<file path="src/inc/mpd_pkg.sv">
// Constants, field layouts and page tables for the mode descriptor block.
// Assumes a single 10 MHz clock domain and byte-wide parameter streams.
//
// Function
// - Short descriptor: count 0-3, length 5-7
// - Long descriptor: count 0-7, length 12-15
// - Zero block count leaves capacity unchanged
// - Count equal to full capacity is accepted
// - Smaller count trims the addressable space
// - Larger block count ends with check condition
// - Sense reports the current user block count
// - Only listed block lengths are accepted; the core also accepts zero, which keeps the length in use
// - Block length counts user bytes only
// - Length change waits for a format command
// - Page header: flags and code, then length
// - Sense savable flag set for storable pages
// - Subpage flag picks short or long format; the core refuses a set flag
// - Supported page codes; pages 03, 04 unsavable
// - Page length mismatch ends with check condition
// - Vendor page code 00, length 0Eh
// - Vendor byte 5 holds two bits, default 02h
// - Vendor bytes 6-7 hold bits and timer
// - Byte 9 threshold, bytes 10-11 aging limit
// - Vendor byte 14 holds two bits, default 00h
// - Ignored vendor bits stored but never used
// - Descriptor length 0, 8 or 16
// - Wide flag selects the long descriptor
// - Command timer in 50 ms units, zero off
// - Aging limit bounds queue wait, 50 ms units
package mpd_pkg;
  // ----------------------------------------
  // Timing
  // ----------------------------------------
  localparam int CLK_HZ = 10_000_000; // Core clock rate
  localparam int UNIT_MS = 50; // Timer unit in milliseconds
  localparam int UNIT_CYC = UNIT_MS * (CLK_HZ / 1000); // Cycles per unit

  // ----------------------------------------
  // Descriptor layout
  // ----------------------------------------
  localparam logic [15:0] BDL_NONE = 16'h0000; // No descriptor
  localparam logic [15:0] BDL_SHORT = 16'h0008; // Short descriptor
  localparam logic [15:0] BDL_LONG = 16'h0010; // Long descriptor
  localparam logic [3:0] SD_LAST = 4'h7; // Last short byte
  localparam logic [3:0] LD_LAST = 4'hF; // Last long byte
  localparam logic [3:0] SD_LEN0 = 4'h5; // First short length byte
  localparam logic [3:0] LD_LEN0 = 4'hC; // First long length byte
  localparam logic [3:0] SD_CNTN = 4'h4; // Short count bytes
  localparam logic [3:0] LD_CNTN = 4'h8; // Long count bytes
  localparam logic [31:0] BLEN_A = 32'h0000_1000; // 4096
  localparam logic [31:0] BLEN_B = 32'h0000_1010; // 4112
  localparam logic [31:0] BLEN_C = 32'h0000_1040; // 4160
  localparam logic [31:0] BLEN_D = 32'h0000_1080; // 4224
  localparam logic [31:0] BLEN_RST = BLEN_A; // Length after reset

  // ----------------------------------------
  // Vendor page fields: byte index, bit index
  // ----------------------------------------
  localparam int VP_MRG_B = 2, VP_MRG_I = 3;
  localparam int VP_SEEK_B = 3, VP_SEEK_I = 6, VP_RRN_I = 1;
  localparam int VP_FDD_B = 5, VP_FDD_I = 4, VP_AGE_I = 1;
  localparam int VP_OCTH_B = 6, VP_IGR_I = 7, VP_RCL_I = 6;
  localparam int VP_OCTL_B = 7, VP_TEMP_B = 9;
  localparam int VP_AGEH_B = 10, VP_AGEL_B = 11;
  localparam int VP_DR_B = 14, VP_DRR_I = 7, VP_FF_I = 5;
  localparam int VP_FC_B = 15, VP_FC_I = 5;
  localparam logic [15:0][7:0] VP_DEF = {8'h00, 8'h00, 8'h14, 8'h16,
    8'h30, 8'h00, 8'h00, 8'h00, 8'h00, 8'h00, 8'h02, 8'h00, 8'h00,
    8'h00, 8'h0E, 8'h80}; // Bytes 15 down to 0

  // Page length reported per code; zero marks an unsupported code
  function automatic logic [7:0] mpd_page_len(input logic [5:0] c);
    unique case (c)
      6'h00: return 8'h0E;
      6'h01, 6'h07, 6'h0A, 6'h1C: return 8'h0A;
      6'h02, 6'h19: return 8'h0E;
      6'h03, 6'h04, 6'h0C: return 8'h16;
      6'h08: return 8'h12;
      6'h1A: return 8'h26;
      default: return 8'h00;
    endcase
  endfunction

  // Pages 03 and 04 cannot be kept in the reserved area
  function automatic logic mpd_savable(input logic [5:0] c);
    return (c != 6'h03) && (c != 6'h04);
  endfunction

  typedef enum logic [2:0] {
    SL_IDLE = 3'b000, SL_DESC = 3'b001, SL_PG0 = 3'b010,
    SL_PG1 = 3'b011, SL_BODY = 3'b100, SL_SKIP = 3'b101
  } mpd_sel_t;
endpackage

</file>
<file path="src/inc/mpd_vp_if.sv">
// Link between the command core and the vendor page store.
// Assumes both ends share one clock.
`timescale 1ns/1ns
interface mpd_vp_if;
  logic wr_en; // Stage one byte
  logic [3:0] wr_idx; // Byte index 2..15
  logic [7:0] wr_data; // Byte value
  logic commit; // Staged bytes become live
  logic abort; // Staged bytes fall back to live
  logic [15:0][7:0] page; // Live page bytes
  modport core (output wr_en, wr_idx, wr_data, commit, abort, input page);
  modport store (input wr_en, wr_idx, wr_data, commit, abort, output page);
endinterface

</file>
<file path="src/core/mpd_core.sv">
// Mode parameter descriptor core: parses select lists, serves sense data.
// Assumes the header has been stripped by the caller and handed over
// as sel_wide and sel_bd_len with sel_start.
`timescale 1ns/1ns
module mpd_core #(
  parameter int unsigned UNIT_CYCLES = mpd_pkg::UNIT_CYC // Cycles per unit
) (
  input wire logic clk, // Core clock
  input wire logic rst_b, // Async reset, active low
  input wire logic [63:0] max_blocks, // Blocks in the data area
  input wire logic sel_start, // Select list begins
  input wire logic sel_wide, // Long descriptor format
  input wire logic [15:0] sel_bd_len, // Descriptor length
  input wire logic sel_valid, // Select byte present
  input wire logic [7:0] sel_data, // Select byte
  input wire logic sel_end, // Select list finished
  output logic sel_done, // Select finished pulse
  output logic sel_chk, // Select ended in check condition
  input wire logic fmt_start, // Format command pulse
  output logic fmt_pending, // Parameters await a format
  output logic [63:0] user_blocks, // Addressable blocks
  output logic [31:0] cur_len, // Block length in use
  input wire logic sense_start, // Sense request pulse
  input wire logic sense_wide, // Long descriptor wanted
  input wire logic sense_no_desc, // Omit descriptor
  input wire logic [5:0] sense_code, // Page requested
  output logic sense_chk, // Unsupported page pulse
  output logic so_valid, // Sense byte present
  output logic [7:0] so_data, // Sense byte
  output logic so_last, // Final sense byte
  input wire logic so_ready, // Sense byte taken
  input wire logic cmd_active, // A command is running
  output logic cmd_abort, // Command overran pulse
  input wire logic queue_wait, // A command waits in queue
  output logic age_expired, // Queue wait over limit
  output logic grown_defect_merge, // Vendor bit
  output logic random_self_seek_mode, // Vendor bit
  output logic recovered_nondata_report, // Vendor bit
  output logic format_degraded_report_disable, // Vendor bit
  output logic queue_aging_enable, // Vendor bit
  output logic reassigned_block_ignore, // Vendor bit
  output logic retry_count_limit_mode, // Vendor bit
  output logic [7:0] temp_threshold, // Vendor byte
  output logic restore_before_reassign_disable, // Vendor bit
  output logic fast_format_enable, // Vendor bit
  output logic format_certify_enable // Vendor bit
);
  import mpd_pkg::*;

  // ----------------------------------------
  // Submodules
  // ----------------------------------------
  mpd_vp_if vp ();
  mpd_vendor_page u_vp (.clk(clk), .rst_b(rst_b), .vp(vp.store));

  logic [63:0] cnt_r; // Collected block count
  logic [31:0] len_r; // Collected block length
  logic [63:0] blocks_r; // Addressable blocks
  logic [31:0] len_cur_r; // Block length in use
  logic cnt_ok;
  logic len_ok;
  logic len_change;

  mpd_len_check u_chk (
    .cnt(cnt_r),
    .len(len_r),
    .max_blocks(max_blocks),
    .cur_len(len_cur_r),
    .cnt_ok(cnt_ok),
    .len_ok(len_ok),
    .len_change(len_change)
  );

  // ----------------------------------------
  // Select parser state
  // ----------------------------------------
  mpd_sel_t st_r, st_nxt; // Parser state
  logic [3:0] d_idx_r; // Descriptor byte index
  logic wide_r; // Long descriptor in this list
  logic desc_r; // List carries a descriptor
  logic [5:0] pg_r; // Page being parsed
  logic [7:0] b_cnt_r; // Body bytes left
  logic bdl_bad; // Descriptor length unusable
  logic dlast; // Final descriptor byte
  logic pg0_bad; // Page header refused
  logic ok_end; // List ends cleanly
  logic live; // List in progress

  // Length must agree with the wide flag
  assign bdl_bad = (sel_bd_len != BDL_NONE) &&
    (sel_bd_len != (sel_wide ? BDL_LONG : BDL_SHORT));
  assign dlast = d_idx_r == (wide_r ? LD_LAST : SD_LAST);
  // Subpage format is not served, so a set flag is refused
  assign pg0_bad = sel_data[6] ||
    (mpd_page_len(sel_data[5:0]) == 8'h00);
  assign live = st_r != SL_IDLE;
  assign ok_end = (st_r == SL_PG0) && (!desc_r || (cnt_ok && len_ok));

  // Next parser state
  always_comb begin
    st_nxt = st_r;
    unique case (st_r)
      SL_IDLE: begin
        if (sel_start) begin
          st_nxt = bdl_bad ? SL_SKIP :
            (sel_bd_len == BDL_NONE ? SL_PG0 : SL_DESC);
        end
      end
      SL_DESC: begin
        if (sel_valid && dlast) begin
          st_nxt = SL_PG0;
        end
      end
      SL_PG0: begin
        if (sel_valid) begin
          st_nxt = pg0_bad ? SL_SKIP : SL_PG1;
        end
      end
      SL_PG1: begin
        if (sel_valid) begin
          st_nxt = (sel_data != mpd_page_len(pg_r)) ? SL_SKIP : SL_BODY;
        end
      end
      SL_BODY: begin
        if (sel_valid && b_cnt_r == 8'h01) begin
          st_nxt = SL_PG0;
        end
      end
      SL_SKIP: st_nxt = SL_SKIP; // Drain until list end
      default: st_nxt = SL_IDLE;
    endcase
    if (sel_end && live) begin
      st_nxt = SL_IDLE;
    end
  end

  // State register
  always_ff @(posedge clk or negedge rst_b) begin
    if (!rst_b) begin
      st_r <= SL_IDLE;
    end else begin
      st_r <= st_nxt;
    end
  end

  // List context taken at start
  always_ff @(posedge clk or negedge rst_b) begin
    if (!rst_b) begin
      wide_r <= 1'b0;
      desc_r <= 1'b0;
    end else if (st_r == SL_IDLE && sel_start) begin
      wide_r <= sel_wide;
      desc_r <= sel_bd_len != BDL_NONE;
    end
  end

  // Descriptor collection; reserved bytes are skipped
  always_ff @(posedge clk or negedge rst_b) begin
    if (!rst_b) begin
      d_idx_r <= 4'h0;
      cnt_r <= 64'h0000_0000_0000_0000;
      len_r <= 32'h0000_0000;
    end else if (st_r == SL_IDLE) begin
      d_idx_r <= 4'h0;
      cnt_r <= 64'h0000_0000_0000_0000;
      len_r <= 32'h0000_0000;
    end else if (st_r == SL_DESC && sel_valid) begin
      d_idx_r <= d_idx_r + 4'h1;
      if (d_idx_r < (wide_r ? LD_CNTN : SD_CNTN)) begin
        cnt_r <= {cnt_r[55:0], sel_data};
      end else if (d_idx_r >= (wide_r ? LD_LEN0 : SD_LEN0)) begin
        len_r <= {len_r[23:0], sel_data};
      end
    end
  end

  // Page header and body counting
  always_ff @(posedge clk or negedge rst_b) begin
    if (!rst_b) begin
      pg_r <= 6'h00;
      b_cnt_r <= 8'h00;
    end else if (sel_valid) begin
      if (st_r == SL_PG0) begin
        pg_r <= sel_data[5:0];
      end else if (st_r == SL_PG1) begin
        b_cnt_r <= sel_data;
      end else if (st_r == SL_BODY) begin
        b_cnt_r <= b_cnt_r - 8'h01;
      end
    end
  end

  // Vendor bytes go to staging and become live only on a clean end
  assign vp.wr_en = sel_valid && st_r == SL_BODY && pg_r == 6'h00;
  assign vp.wr_idx = 4'(8'h10 - b_cnt_r);
  assign vp.wr_data = sel_data;
  assign vp.commit = sel_end && live && ok_end;
  assign vp.abort = sel_end && live && !ok_end;

  // Select completion pulses
  always_ff @(posedge clk or negedge rst_b) begin
    if (!rst_b) begin
      sel_done <= 1'b0;
      sel_chk <= 1'b0;
    end else begin
      sel_done <= sel_end && live;
      sel_chk <= sel_end && live && !ok_end;
    end
  end

  // ----------------------------------------
  // Capacity and block length
  // ----------------------------------------
  logic init_r; // Capacity loaded after reset
  logic pend_r; // Values wait for a format
  logic [63:0] pend_cnt_r; // Waiting count
  logic [31:0] pend_len_r; // Waiting length

  // Capacity strap is caught on the first clock after release
  always_ff @(posedge clk or negedge rst_b) begin
    if (!rst_b) begin
      init_r <= 1'b0;
      blocks_r <= 64'h0000_0000_0000_0000;
      len_cur_r <= BLEN_RST;
      pend_r <= 1'b0;
      pend_cnt_r <= 64'h0000_0000_0000_0000;
      pend_len_r <= BLEN_RST;
    end else if (!init_r) begin
      init_r <= 1'b1;
      blocks_r <= max_blocks;
    end else begin
      if (fmt_start && pend_r) begin
        pend_r <= 1'b0;
        len_cur_r <= pend_len_r;
        blocks_r <= (pend_cnt_r == 64'h0000_0000_0000_0000) ?
          blocks_r : pend_cnt_r;
      end
      if (vp.commit && desc_r) begin
        if (len_change) begin
          pend_r <= 1'b1;
          pend_cnt_r <= cnt_r;
          pend_len_r <= len_r;
        end else if (cnt_r != 64'h0000_0000_0000_0000) begin
          blocks_r <= cnt_r;
        end
      end
    end
  end

  assign fmt_pending = pend_r;
  assign user_blocks = blocks_r;
  assign cur_len = len_cur_r;

  // ----------------------------------------
  // Sense data stream
  // ----------------------------------------
  logic s_busy_r; // Stream running
  logic [5:0] s_idx_r; // Byte being offered
  logic [5:0] s_tot_r; // Bytes in stream minus one
  logic [4:0] s_dlen_r; // Descriptor bytes
  logic [5:0] s_pg_r; // Page served
  logic [4:0] s_dlen;
  logic [5:0] s_nidx;

  // Byte i of the sense stream; short count saturates when too large
  function automatic logic [7:0] sb(input logic [5:0] i,
    input logic [4:0] dl, input logic [5:0] c);
    logic [31:0] sc;
    logic [5:0] j;
    sc = (blocks_r[63:32] != 32'h0000_0000) ? 32'hFFFF_FFFF : blocks_r[31:0];
    j = i - 6'(dl);
    if (i < 6'(dl)) begin
      if (dl == 5'h08) begin
        if (i < 6'h04) return sc[8'(6'h03 - i) * 8 +: 8];
        else if (i == 6'h04) return 8'h00;
        else return len_cur_r[8'(6'h07 - i) * 8 +: 8];
      end else begin
        if (i < 6'h08) return blocks_r[8'(6'h07 - i) * 8 +: 8];
        else if (i < 6'h0C) return 8'h00;
        else return len_cur_r[8'(6'h0F - i) * 8 +: 8];
      end
    end else if (j == 6'h00) begin
      return {mpd_savable(c), 1'b0, c};
    end else if (j == 6'h01) begin
      return mpd_page_len(c);
    end else if (c == 6'h00) begin
      return vp.page[j[3:0]];
    end else begin
      return 8'h00; // Bodies of other pages are sent as zeros
    end
  endfunction

  assign s_dlen = sense_no_desc ? 5'h00 : (sense_wide ? 5'h10 : 5'h08);
  assign s_nidx = s_idx_r + 6'h01;

  // Stream control; data and last are registered
  always_ff @(posedge clk or negedge rst_b) begin
    if (!rst_b) begin
      s_busy_r <= 1'b0;
      s_idx_r <= 6'h00;
      s_tot_r <= 6'h00;
      s_dlen_r <= 5'h00;
      s_pg_r <= 6'h00;
      so_data <= 8'h00;
      so_last <= 1'b0;
      sense_chk <= 1'b0;
    end else begin
      sense_chk <= 1'b0;
      if (!s_busy_r && sense_start) begin
        if (mpd_page_len(sense_code) == 8'h00) begin
          sense_chk <= 1'b1;
        end else begin
          s_busy_r <= 1'b1;
          s_idx_r <= 6'h00;
          s_dlen_r <= s_dlen;
          s_pg_r <= sense_code;
          s_tot_r <= 6'(s_dlen) + 6'(mpd_page_len(sense_code)) + 6'h01;
          so_data <= sb(6'h00, s_dlen, sense_code);
          so_last <= 1'b0;
        end
      end else if (s_busy_r && so_ready) begin
        if (so_last) begin
          s_busy_r <= 1'b0;
          so_last <= 1'b0;
        end else begin
          s_idx_r <= s_nidx;
          so_data <= sb(s_nidx, s_dlen_r, s_pg_r);
          so_last <= s_nidx == s_tot_r;
        end
      end
    end
  end

  assign so_valid = s_busy_r;

  // ----------------------------------------
  // Vendor fields and timers
  // ----------------------------------------
  logic [31:0] unit_cnt_r; // Divider to 50 ms units
  logic unit_tick;
  logic [11:0] overall_command_timer; // Command timer limit
  logic [11:0] cmd_units_r; // Units the command has run
  logic fired_r; // Abort already given
  logic [15:0] age_units_r; // Units spent waiting

  assign grown_defect_merge = vp.page[VP_MRG_B][VP_MRG_I];
  assign random_self_seek_mode = vp.page[VP_SEEK_B][VP_SEEK_I];
  assign recovered_nondata_report = vp.page[VP_SEEK_B][VP_RRN_I];
  assign format_degraded_report_disable = vp.page[VP_FDD_B][VP_FDD_I];
  assign queue_aging_enable = vp.page[VP_FDD_B][VP_AGE_I];
  assign reassigned_block_ignore = vp.page[VP_OCTH_B][VP_IGR_I];
  assign retry_count_limit_mode = vp.page[VP_OCTH_B][VP_RCL_I];
  assign temp_threshold = vp.page[VP_TEMP_B];
  assign restore_before_reassign_disable = vp.page[VP_DR_B][VP_DRR_I];
  assign fast_format_enable = vp.page[VP_DR_B][VP_FF_I];
  assign format_certify_enable = vp.page[VP_FC_B][VP_FC_I];
  assign overall_command_timer = {vp.page[VP_OCTH_B][3:0], vp.page[VP_OCTL_B]};
  assign unit_tick = unit_cnt_r == 32'(UNIT_CYCLES - 1);

  // Free divider: the first unit of a command may be short
  always_ff @(posedge clk or negedge rst_b) begin
    if (!rst_b) begin
      unit_cnt_r <= 32'h0000_0000;
    end else begin
      unit_cnt_r <= unit_tick ? 32'h0000_0000 : unit_cnt_r + 32'h0000_0001;
    end
  end

  // Overall command timer, one abort per command
  always_ff @(posedge clk or negedge rst_b) begin
    if (!rst_b) begin
      cmd_units_r <= 12'h000;
      fired_r <= 1'b0;
      cmd_abort <= 1'b0;
    end else if (!cmd_active) begin
      cmd_units_r <= 12'h000;
      fired_r <= 1'b0;
      cmd_abort <= 1'b0;
    end else begin
      if (unit_tick && cmd_units_r != 12'hFFF) begin
        cmd_units_r <= cmd_units_r + 12'h001;
      end
      cmd_abort <= !fired_r && overall_command_timer != 12'h000 && cmd_units_r >= overall_command_timer;
      if (overall_command_timer != 12'h000 && cmd_units_r >= overall_command_timer) begin
        fired_r <= 1'b1;
      end
    end
  end

  // Queue aging: wait measured while a command is queued
  always_ff @(posedge clk or negedge rst_b) begin
    if (!rst_b) begin
      age_units_r <= 16'h0000;
      age_expired <= 1'b0;
    end else if (!queue_wait) begin
      age_units_r <= 16'h0000;
      age_expired <= 1'b0;
    end else begin
      if (unit_tick && age_units_r != 16'hFFFF) begin
        age_units_r <= age_units_r + 16'h0001;
      end
      age_expired <= queue_aging_enable &&
        age_units_r > {vp.page[VP_AGEH_B], vp.page[VP_AGEL_B]};
    end
  end
endmodule // mpd_core

</file>
<file path="src/core/mpd_vendor_page.sv">
// Vendor page store: live copy plus a staging copy.
// Assumes commit and abort never come in the same cycle.
`timescale 1ns/1ns
module mpd_vendor_page (
  input wire logic clk, // Core clock
  input wire logic rst_b, // Async reset, active low
  mpd_vp_if.store vp // Core side
);
  import mpd_pkg::*;

  logic [15:0][7:0] live_r; // Bytes in use
  logic [15:0][7:0] stage_r; // Bytes of a list still in flight

  // ----------------------------------------
  // Staging copy
  // ----------------------------------------
  // Staging keeps a failed list from touching live values
  always_ff @(posedge clk or negedge rst_b) begin
    if (!rst_b) begin
      stage_r <= VP_DEF;
    end else if (vp.abort) begin
      stage_r <= live_r;
    end else if (vp.wr_en && vp.wr_idx > 4'h1) begin
      stage_r[vp.wr_idx] <= vp.wr_data;
    end
  end

  // ----------------------------------------
  // Live copy
  // ----------------------------------------
  always_ff @(posedge clk or negedge rst_b) begin
    if (!rst_b) begin
      live_r <= VP_DEF;
    end else if (vp.commit) begin
      live_r <= stage_r;
    end
  end

  assign vp.page = live_r;
endmodule // mpd_vendor_page

</file>
<file path="src/core/mpd_len_check.sv">
// Block count and block length checks for one descriptor.
// Pure logic; the core samples the result at list end.
`timescale 1ns/1ns
module mpd_len_check (
  input wire logic [63:0] cnt, // Requested block count
  input wire logic [31:0] len, // Requested block length
  input wire logic [63:0] max_blocks, // Blocks in the data area
  input wire logic [31:0] cur_len, // Block length in use
  output logic cnt_ok, // Count acceptable
  output logic len_ok, // Length acceptable
  output logic len_change // Length needs a format
);
  import mpd_pkg::*;

  // Zero, full capacity or less all pass
  assign cnt_ok = (cnt <= max_blocks);
  // User bytes only, so the protected 4096 form is plain 4096
  assign len_ok = (len == 32'h0000_0000) || (len == BLEN_A) ||
    (len == BLEN_B) || (len == BLEN_C) || (len == BLEN_D);
  assign len_change = (len != 32'h0000_0000) && (len != cur_len);
endmodule // mpd_len_check

</file>
<file path="config.mk">
export PLATFORM = sky130hd
export DESIGN_NAME = mpd_core
export DESIGN_NICKNAME = d
export VERILOG_FILES = /design/src/inc/mpd_pkg.sv /design/src/inc/mpd_vp_if.sv /design/src/core/mpd_core.sv /design/src/core/mpd_vendor_page.sv /design/src/core/mpd_len_check.sv
export SDC_FILE = /design/constraint.sdc
export NUM_CORES = 2
export LEC_CHECK = 0
export BUFFER_PORTS_ARGS = -buffer_cell sky130_fd_sc_hd__buf_2
export CAP_MARGIN = 20
export CORE_ASPECT_RATIO = 0.75
export CORE_UTILIZATION = 57
export CTS_BUF_LIST = sky130_fd_sc_hd__clkbuf_2 sky130_fd_sc_hd__clkbuf_4 sky130_fd_sc_hd__clkbuf_8
export DETAILED_ROUTE_END_ITERATION = 12
export GPL_TIMING_DRIVEN = 1
export PLACE_DENSITY = 0.85
export SKIP_LAST_GASP = 1
export SYNTH_ARGS = -nofsm -noshare
export SYNTH_HDL_FRONTEND = slang
export SYNTH_SLANG_ARGS = --single-unit
</file>
<file path="constraint.sdc">
create_clock -name clk -period 3.3 [get_ports clk]
set_input_delay 0.165 -clock clk [delete_from_list [all_inputs] [get_ports clk]]
set_output_delay 0.165 -clock clk [all_outputs]
set_load 0.02 [all_outputs]
</file>
# Word-level counts from Yosys, hierarchy flattened
# Memory sizes are Yosys's and may differ from the RTL's.
# Index checks and enable logic that the tools add are counted.
[word_totals] reg_bits=668 rom_bits=960 input_bits=107 word_cells=312 memories=6
[classes] add_sub_neg=14 order_cmp=15 eq_ne=38 shift=4 mux=99 n_bitwise=2 n_reduce_logical=72
[memory_table] memory="(name not given)" depth=32 width=5 read_ports=1 rd_clocked_by_memory_dff=0 write_ports=0 line_no="mpd_pkg.sv:73" text="unique case (c)"
[memory_table] memory="(name not given)" depth=32 width=5 read_ports=1 rd_clocked_by_memory_dff=0 write_ports=0 line_no="mpd_pkg.sv:73"
[memory_table] memory="(name not given)" depth=32 width=5 read_ports=1 rd_clocked_by_memory_dff=0 write_ports=0 line_no="mpd_pkg.sv:73"
[memory_table] memory="(name not given)" depth=32 width=5 read_ports=1 rd_clocked_by_memory_dff=0 write_ports=0 line_no="mpd_pkg.sv:73"
[memory_table] memory="(name not given)" depth=32 width=5 read_ports=1 rd_clocked_by_memory_dff=0 write_ports=0 line_no="mpd_pkg.sv:73"
[memory_table] memory="(name not given)" depth=32 width=5 read_ports=1 rd_clocked_by_memory_dff=0 write_ports=0 line_no="mpd_pkg.sv:73"
[ops] cell="$mux 64" count=9
[ops] cell="$mux 128" count=2
[ops] cell="$mux 8" count=31
[ops] cell="$mux 32" count=6
[ops] cell="$bwmux 128" count=1
[ops] cell="$eq 32x13->1 const B" count=4
[ops] cell="$shiftx 32x12->8" count=3
[ops] cell="$bmux 8 s4" count=2
[ops] cell="$le 64x64->1" count=1
[ops] cell="$logic_not 64->1" count=1
[ops] cell="$reduce_bool 32->1" count=2
[ops] cell="$reduce_bool 64->1" count=1
[ops] cell="$shiftx 64x12->8" count=1
[ops] cell="$mux 6" count=7
[ops] cell="$add 32x1->32 const B" count=1
[ops] cell="$demux 8 s4" count=1
[ops] cell="$eq 32x19->1 const B" count=1
[ops] cell="$logic_not 32->1" count=1
[ops] cell="$mux 16" count=2
[ops] cell="$ne 32x32->1" count=1
[ops] cell="$logic_not 6->1" count=5
[ops] cell="$logic_and 1x1->1" count=27
[ops] cell="$mux 12" count=2
[ops] cell="$mux 3" count=8
[ops] cell="60 further kinds" count=124

# Longest topological paths before layout
[depth] depth_word=12 mapped_depth=15

# Cells and area by module
# From an unflattened synthesis, not the netlist that was laid out.
[unflattened] hier_cells=3375 area_unflattened_um2=36555.1
[by_module_without_submodules] module="mpd_core" n_inst=1 cells_per_inst=2127 area_each_um2=23202.3 seq_area_each_um2=10237.3
[by_module_without_submodules] module="mpd_vendor_page" n_inst=1 cells_per_inst=959 area_each_um2=11295.8 seq_area_each_um2=6436.2
[by_module_without_submodules] module="mpd_len_check" n_inst=1 cells_per_inst=289 area_each_um2=2057.0 seq_area_each_um2=0.0

# Least setup slack after synthesis
# OpenSTA, ideal clock, no wires.
[synth_timing] path_kind="register -> register" from="reg s_idx_r[0]" to="reg so_data[7]" arrival_ps=3287 required_time_ps=3175 setup_slack_ps=-113 stages_incl_launch_ff=14 n_path_buf=5 period_less_slack_ps=3413 path_cell_list="dfrtp_1 buf_2 buf_4 buf_2 buf_2 inv_1 ha_1 buf_1 mux4_2 mux4_2 nand2_1 o22ai_1 nor3_1 o41ai_1"
[synth_between] elab_chain_len=11 word_cells_on_any_way=30
[synth_lines] element="start: declaration" line_no="mpd_core.sv:258" text="logic [5:0] s_idx_r;"
[synth_lines] element="start signal: assignment" line_no="mpd_core.sv:326" text="s_idx_r <= s_nidx;"
[synth_lines] element="$add 6x1->6 *" line_no="mpd_core.sv:294" text="assign s_nidx = s_idx_r + 6'h01;"
[synth_lines] element="branches (longest 6 deep; another with $sub 4x6->7)"
[synth_lines] element="$mux 8 *" line_no="mpd_core.sv:272" text="if (i < 6'(dl)) begin"
[synth_lines] element="$mux 8 *" line_no="mpd_core.sv:322" text="if (so_last) begin"
[synth_lines] element="$mux 8 *" line_no="mpd_core.sv:321" text="end else if (s_busy_r && so_ready) begin"
[synth_lines] element="$mux 8 *" line_no="mpd_core.sv:309" text="if (!s_busy_r && sense_start) begin"
[synth_lines] element="end signal: assignment" line_no="mpd_core.sv:318" text="so_data <= sb(6'h00, s_dlen, sense_code);"
[synth_lines] element="end signal: assignment" line_no="mpd_core.sv:327" text="so_data <= sb(s_nidx, s_dlen_r, s_pg_r);"
[synth_lines] element="end: declaration" line_no="mpd_core.sv:29" text="output logic [7:0] so_data,"
# Every way passes the cells marked *. The select of a mux whose other input is x is not followed.
# A chain may end at the register's enable or synchronous reset.

# Worst setup path in the final report
[layout_timing] from="reg len_r[0]" to="reg u_vp.stage_r[1] in the netlist's numbering"
[layout_between] elab_chain_len=11 word_cells_on_any_way=16
[layout_lines] element="start: declaration" line_no="mpd_core.sv:57" text="logic [31:0] len_r;"
[layout_lines] element="start signal: assignment" line_no="mpd_core.sv:172" text="len_r <= {len_r[23:0], sel_data};"
[layout_lines] element="$eq 32x13->1 / $logic_not 32->1 (equally long branches)" line_no="mpd_len_check.sv:18" text="assign len_ok = (len == 32'h0000_0000) || (len == BLEN_A) ||"
[layout_lines] element="$logic_or 1x1->1 (2 in a row)" line_no="mpd_len_check.sv:18"
[layout_lines] element="$logic_or 1x1->1" line_no="mpd_len_check.sv:19" text="(len == BLEN_B) || (len == BLEN_C) || (len == BLEN_D);"
[layout_lines] element="$logic_or 1x1->1 *" line_no="mpd_len_check.sv:19"
[layout_lines] element="$logic_and 1x1->1 *" line_no="mpd_core.sv:97" text="assign ok_end = (st_r == SL_PG0) && (!desc_r || (cnt_ok && len_ok));"
[layout_lines] element="$logic_or 1x1->1 *" line_no="mpd_core.sv:97"
[layout_lines] element="$logic_and 1x1->1 *" line_no="mpd_core.sv:97"
[layout_lines] element="$logic_not 1->1 *" line_no="mpd_core.sv:198" text="assign vp.abort = sel_end && live && !ok_end;"
[layout_lines] element="$logic_and 1x1->1 *" line_no="mpd_core.sv:198"
[layout_lines] element="$mux 128 / $reduce_bool 2->1 (equally long branches)"
[layout_lines] element="end signal: assignment" line_no="mpd_vendor_page.sv:22" text="stage_r <= live_r;"
[layout_lines] element="end signal: indexed assignment" line_no="mpd_vendor_page.sv:24" text="stage_r[vp.wr_idx] <= vp.wr_data;"
[layout_lines] element="end: declaration" line_no="mpd_vendor_page.sv:12" text="logic [15:0][7:0] stage_r;"
# Mark *: on every way between the ends. The rest lies on a longest branch, timed or not.

==> results.txt <==
status: finished, violations left
failing checks: hold timing, setup timing
Die Height: 218 um
Max Slew Vio Count: 0
Starting Density: 0.583
Setup Crit Path Kind: reg2reg
R2R depth: 12
cell area after layout: 42600 um^2
vias per cell: 6.58
DP Cell Count: 4214
Avg Inst Size Synth: 11.2 um^2
Crit. End Element: flip-flop
Multi-input gate area: 17700 um^2
layout cells sized above 1: 0.290
total congestion overflow: 0
Cell Rows: 78
VDD IR max: 0.475 mV
Worst-Margin Slew: 980 ps
die width: 291 um
Detail Placement HPWL: 75100 um
setup ws final: -202 ps
highest clock rate: 286 MHz
top cell type's share of synthesized area: 0.449
count of final setup violators: 224
Post-Layout Cell Count: 4523
most common cell after layout, fill and taps aside: dfrtp_1
Layout Utilization: 0.697
vias after detailed routing: 29800
Critical R2R Capture: u_vp.stage_r[1]
largest area contributor in the netlist: dfrtp_1
Clk Latency, worst-skew pair: 760 ps
TritonCTS clock tree: done
# H-tree levels: 3
Setup TNS Final: -8500 ps
reg2reg setup slack: -200 ps
worst hold path type: in2async
Final nets: 3881
async set-reset flop share out of synthesis: 1.00
largest net degree at the start of global routing: 121
register area: 16700 um^2
top cells by area, synth: dfrtp_1 45%, mux2_2 9.3%, mux2_1 6.4%, ha_1 4.6%, mux4_2 4.0%
DRC errors left: 0
most frequent cells in the layout: 637 x dfrtp_1, 357 x nand2_1, 295 x mux2_2, 235 x buf_2, 201 x mux2_1
crit start category: flip-flop
Synthesis Warnings: 0
total nets after synthesis: 3419
vias in the first global route: 29100
Syn Std Cell Area: 35600 um^2
Area Growth Syn to Fin: 19.6%
number of DRC markers in iteration 0: 3817
skew final: 59.3 ps
worst hold margin: -7.70 ps
dpl ws: -100 ps
Seq cells post-synth: 665
Post-synth EDFFs: 0
antenna violations before repair: 15
Post-Syn Instances: 3178
WP data required: 3860 ps
Distinct cells, synth: 84
Worst-path clk slew: 70 ps
DRT Pass-1 Iters: 10
final worst path period need: 3500 ps
LEAKAGE: 20.7 nW
RSZ-0062 raised after global routing: true
commonest register cell after synthesis: dfrtp_1
Final ANT Viol Nets: 0
r2r startpoint: len_r[0]
Total GRT Usage: 0.356
register area share after synthesis: 0.468
worst rel slew slack: 0.347
CP max FO: 14
Die Area: 63500 um^2
clk sinks: 665
total core area: 61100 um^2
drt wl/cell: 25.9 um
port bufs: 236
Final Hold Violating Endpoints: 1
cts bufs inserted: 101
Power Dens Cells: 634 nW/um^2
max_cap viols: 0
first-pass GRT wire length: 174000 um
Root Driver: clkbuf_8
Max Root-Sink Buffers: 3
DP Area: 38800 um^2
number of fill cells: 3935
fin crit share: 1.06
total routed wirelength: 117000 um
crit path DAT: 4070 ps
Ports: 237
routability cong.: 1.04
power breakdown:
group	internal, mW	leakage, nW	switching, mW
Sequential	8.95	8.95	1.06
Combinational	3.98	10.6	5.64
Clock	3.92	1.16	3.44
critical path: stages (launching register included):
cell and delay [ps]:
dfrtp_1 430, nor4_1 380, nand4_1 270, buf_4 230
nor4_4 270, buf_4 180, o2111ai_1 190, buf_4 250
a31oi_4 210, buf_12 150, buf_12 150, buf_12 160
mux2_1 430
routing by layer:
metal	up-vias	GRT usage	share of wire
li1	12400	-	-
met1	14600	0.473	0.37
met2	2160	0.518	0.43
met3	517	0.126	0.14
met4	18	0.177	0.060
met5	-	0	0.0011
per-stage QoR:
step	total power [mW]	hold slack, ps
6_report	27.0	-7.70
5_1_grt	27.9	82.3
4_1_cts	26.0	21.5
3_5_place_dp	18.6	229
3_3_place_gp	18.3	221
2_1_floorplan	15.4	-131
cells by family after synthesis:
logic type | after synthesis | share of synthesized area
buf+inv | 328 | 0.0413
mux | 636 | 0.219
fa+ha+maj | 134 | 0.0475
other cells | 1 | 0.000105
simple gates | 892 | 0.121
flops | 665 | 0.468
compound gates | 421 | 0.0772
xor+xnor | 101 | 0.0257
cell usage after synthesis, drive strengths merged, types with 6 or more instances:
master / number
nor2: 98
ha: 132
mux2: 496
dfrtp: 639
a21o: 17
o21ai: 141
o221ai: 64
and4: 6
nand4: 52
or3: 17
buf: 91
a21oi: 80
o22ai: 9
and2: 50
a21boi: 12
mux2i: 76
xnor2: 72
nand2: 358
nand2b: 16
a211oi: 12
o31ai: 13
nor4: 72
inv: 138
clkbuf: 99
nand3: 141
o21a: 7
and3: 17
nor2b: 19
a211o: 6
mux4: 64
a31oi: 15
nor3: 24
xor2: 27
dfstp: 26
cell type report:
cell class,count,share of cell area
clock buffer,170,0.0482
sequential,665,0.392
antenna,5,0.000294
timing repair buffer,548,0.105
inverter,138,0.0122
multi-input combinational,2186,0.417
tap,800,0.0235
clock inverter,11,0.00244
sequential cells by signal, indices dropped and copies added, names as in the netlist, 8 cells and up:
| signal | cells |
|---|---|
| cur_len | 32 |
| so_data | 8 |
| cnt_r | 64 |
| unit_cnt_r | 32 |
| pend_len_r | 32 |
| len_r | 32 |
| pend_cnt_r | 64 |
| u_vp.vp.page | 128 |
| b_cnt_r | 8 |
| user_blocks | 64 |
| age_units_r | 16 |
| cmd_units_r | 12 |
| u_vp.stage_r | 128 |
what timing repair did:
| item | 4_1_cts | 5_1_grt |
|---|---|---|
| cloned | 0 | 14 |
| hold buffers | 93 | 0 |
| setup buffers | 0 | 16 |
| endpoints found under the hold margin | 493 | 0 |
| pin swaps | 1 | 11 |
| endpoints found under the setup margin | 2 | 345 |
| resized for setup | 3 | 31 |
worst max path at each step:
stage / slack, ps / endpoint / startpoint / cells past startpoint
after floorplan: 40 / so_data[4] / s_idx_r[0] / 12
after global placement: 20 / so_data[4] / s_idx_r[0] / 11
after detailed placement: -100 / so_data[5] / s_idx_r[0] / 10
after CTS: 1 / u_vp.vp.page[127] / cnt_r[19] / 11
after global routing: -180 / u_vp.stage_r[1] / cnt_r[13] / 12
final: -200 / u_vp.stage_r[1] / len_r[0] / 12
Note: power is estimated with default switching activity, not from simulation.
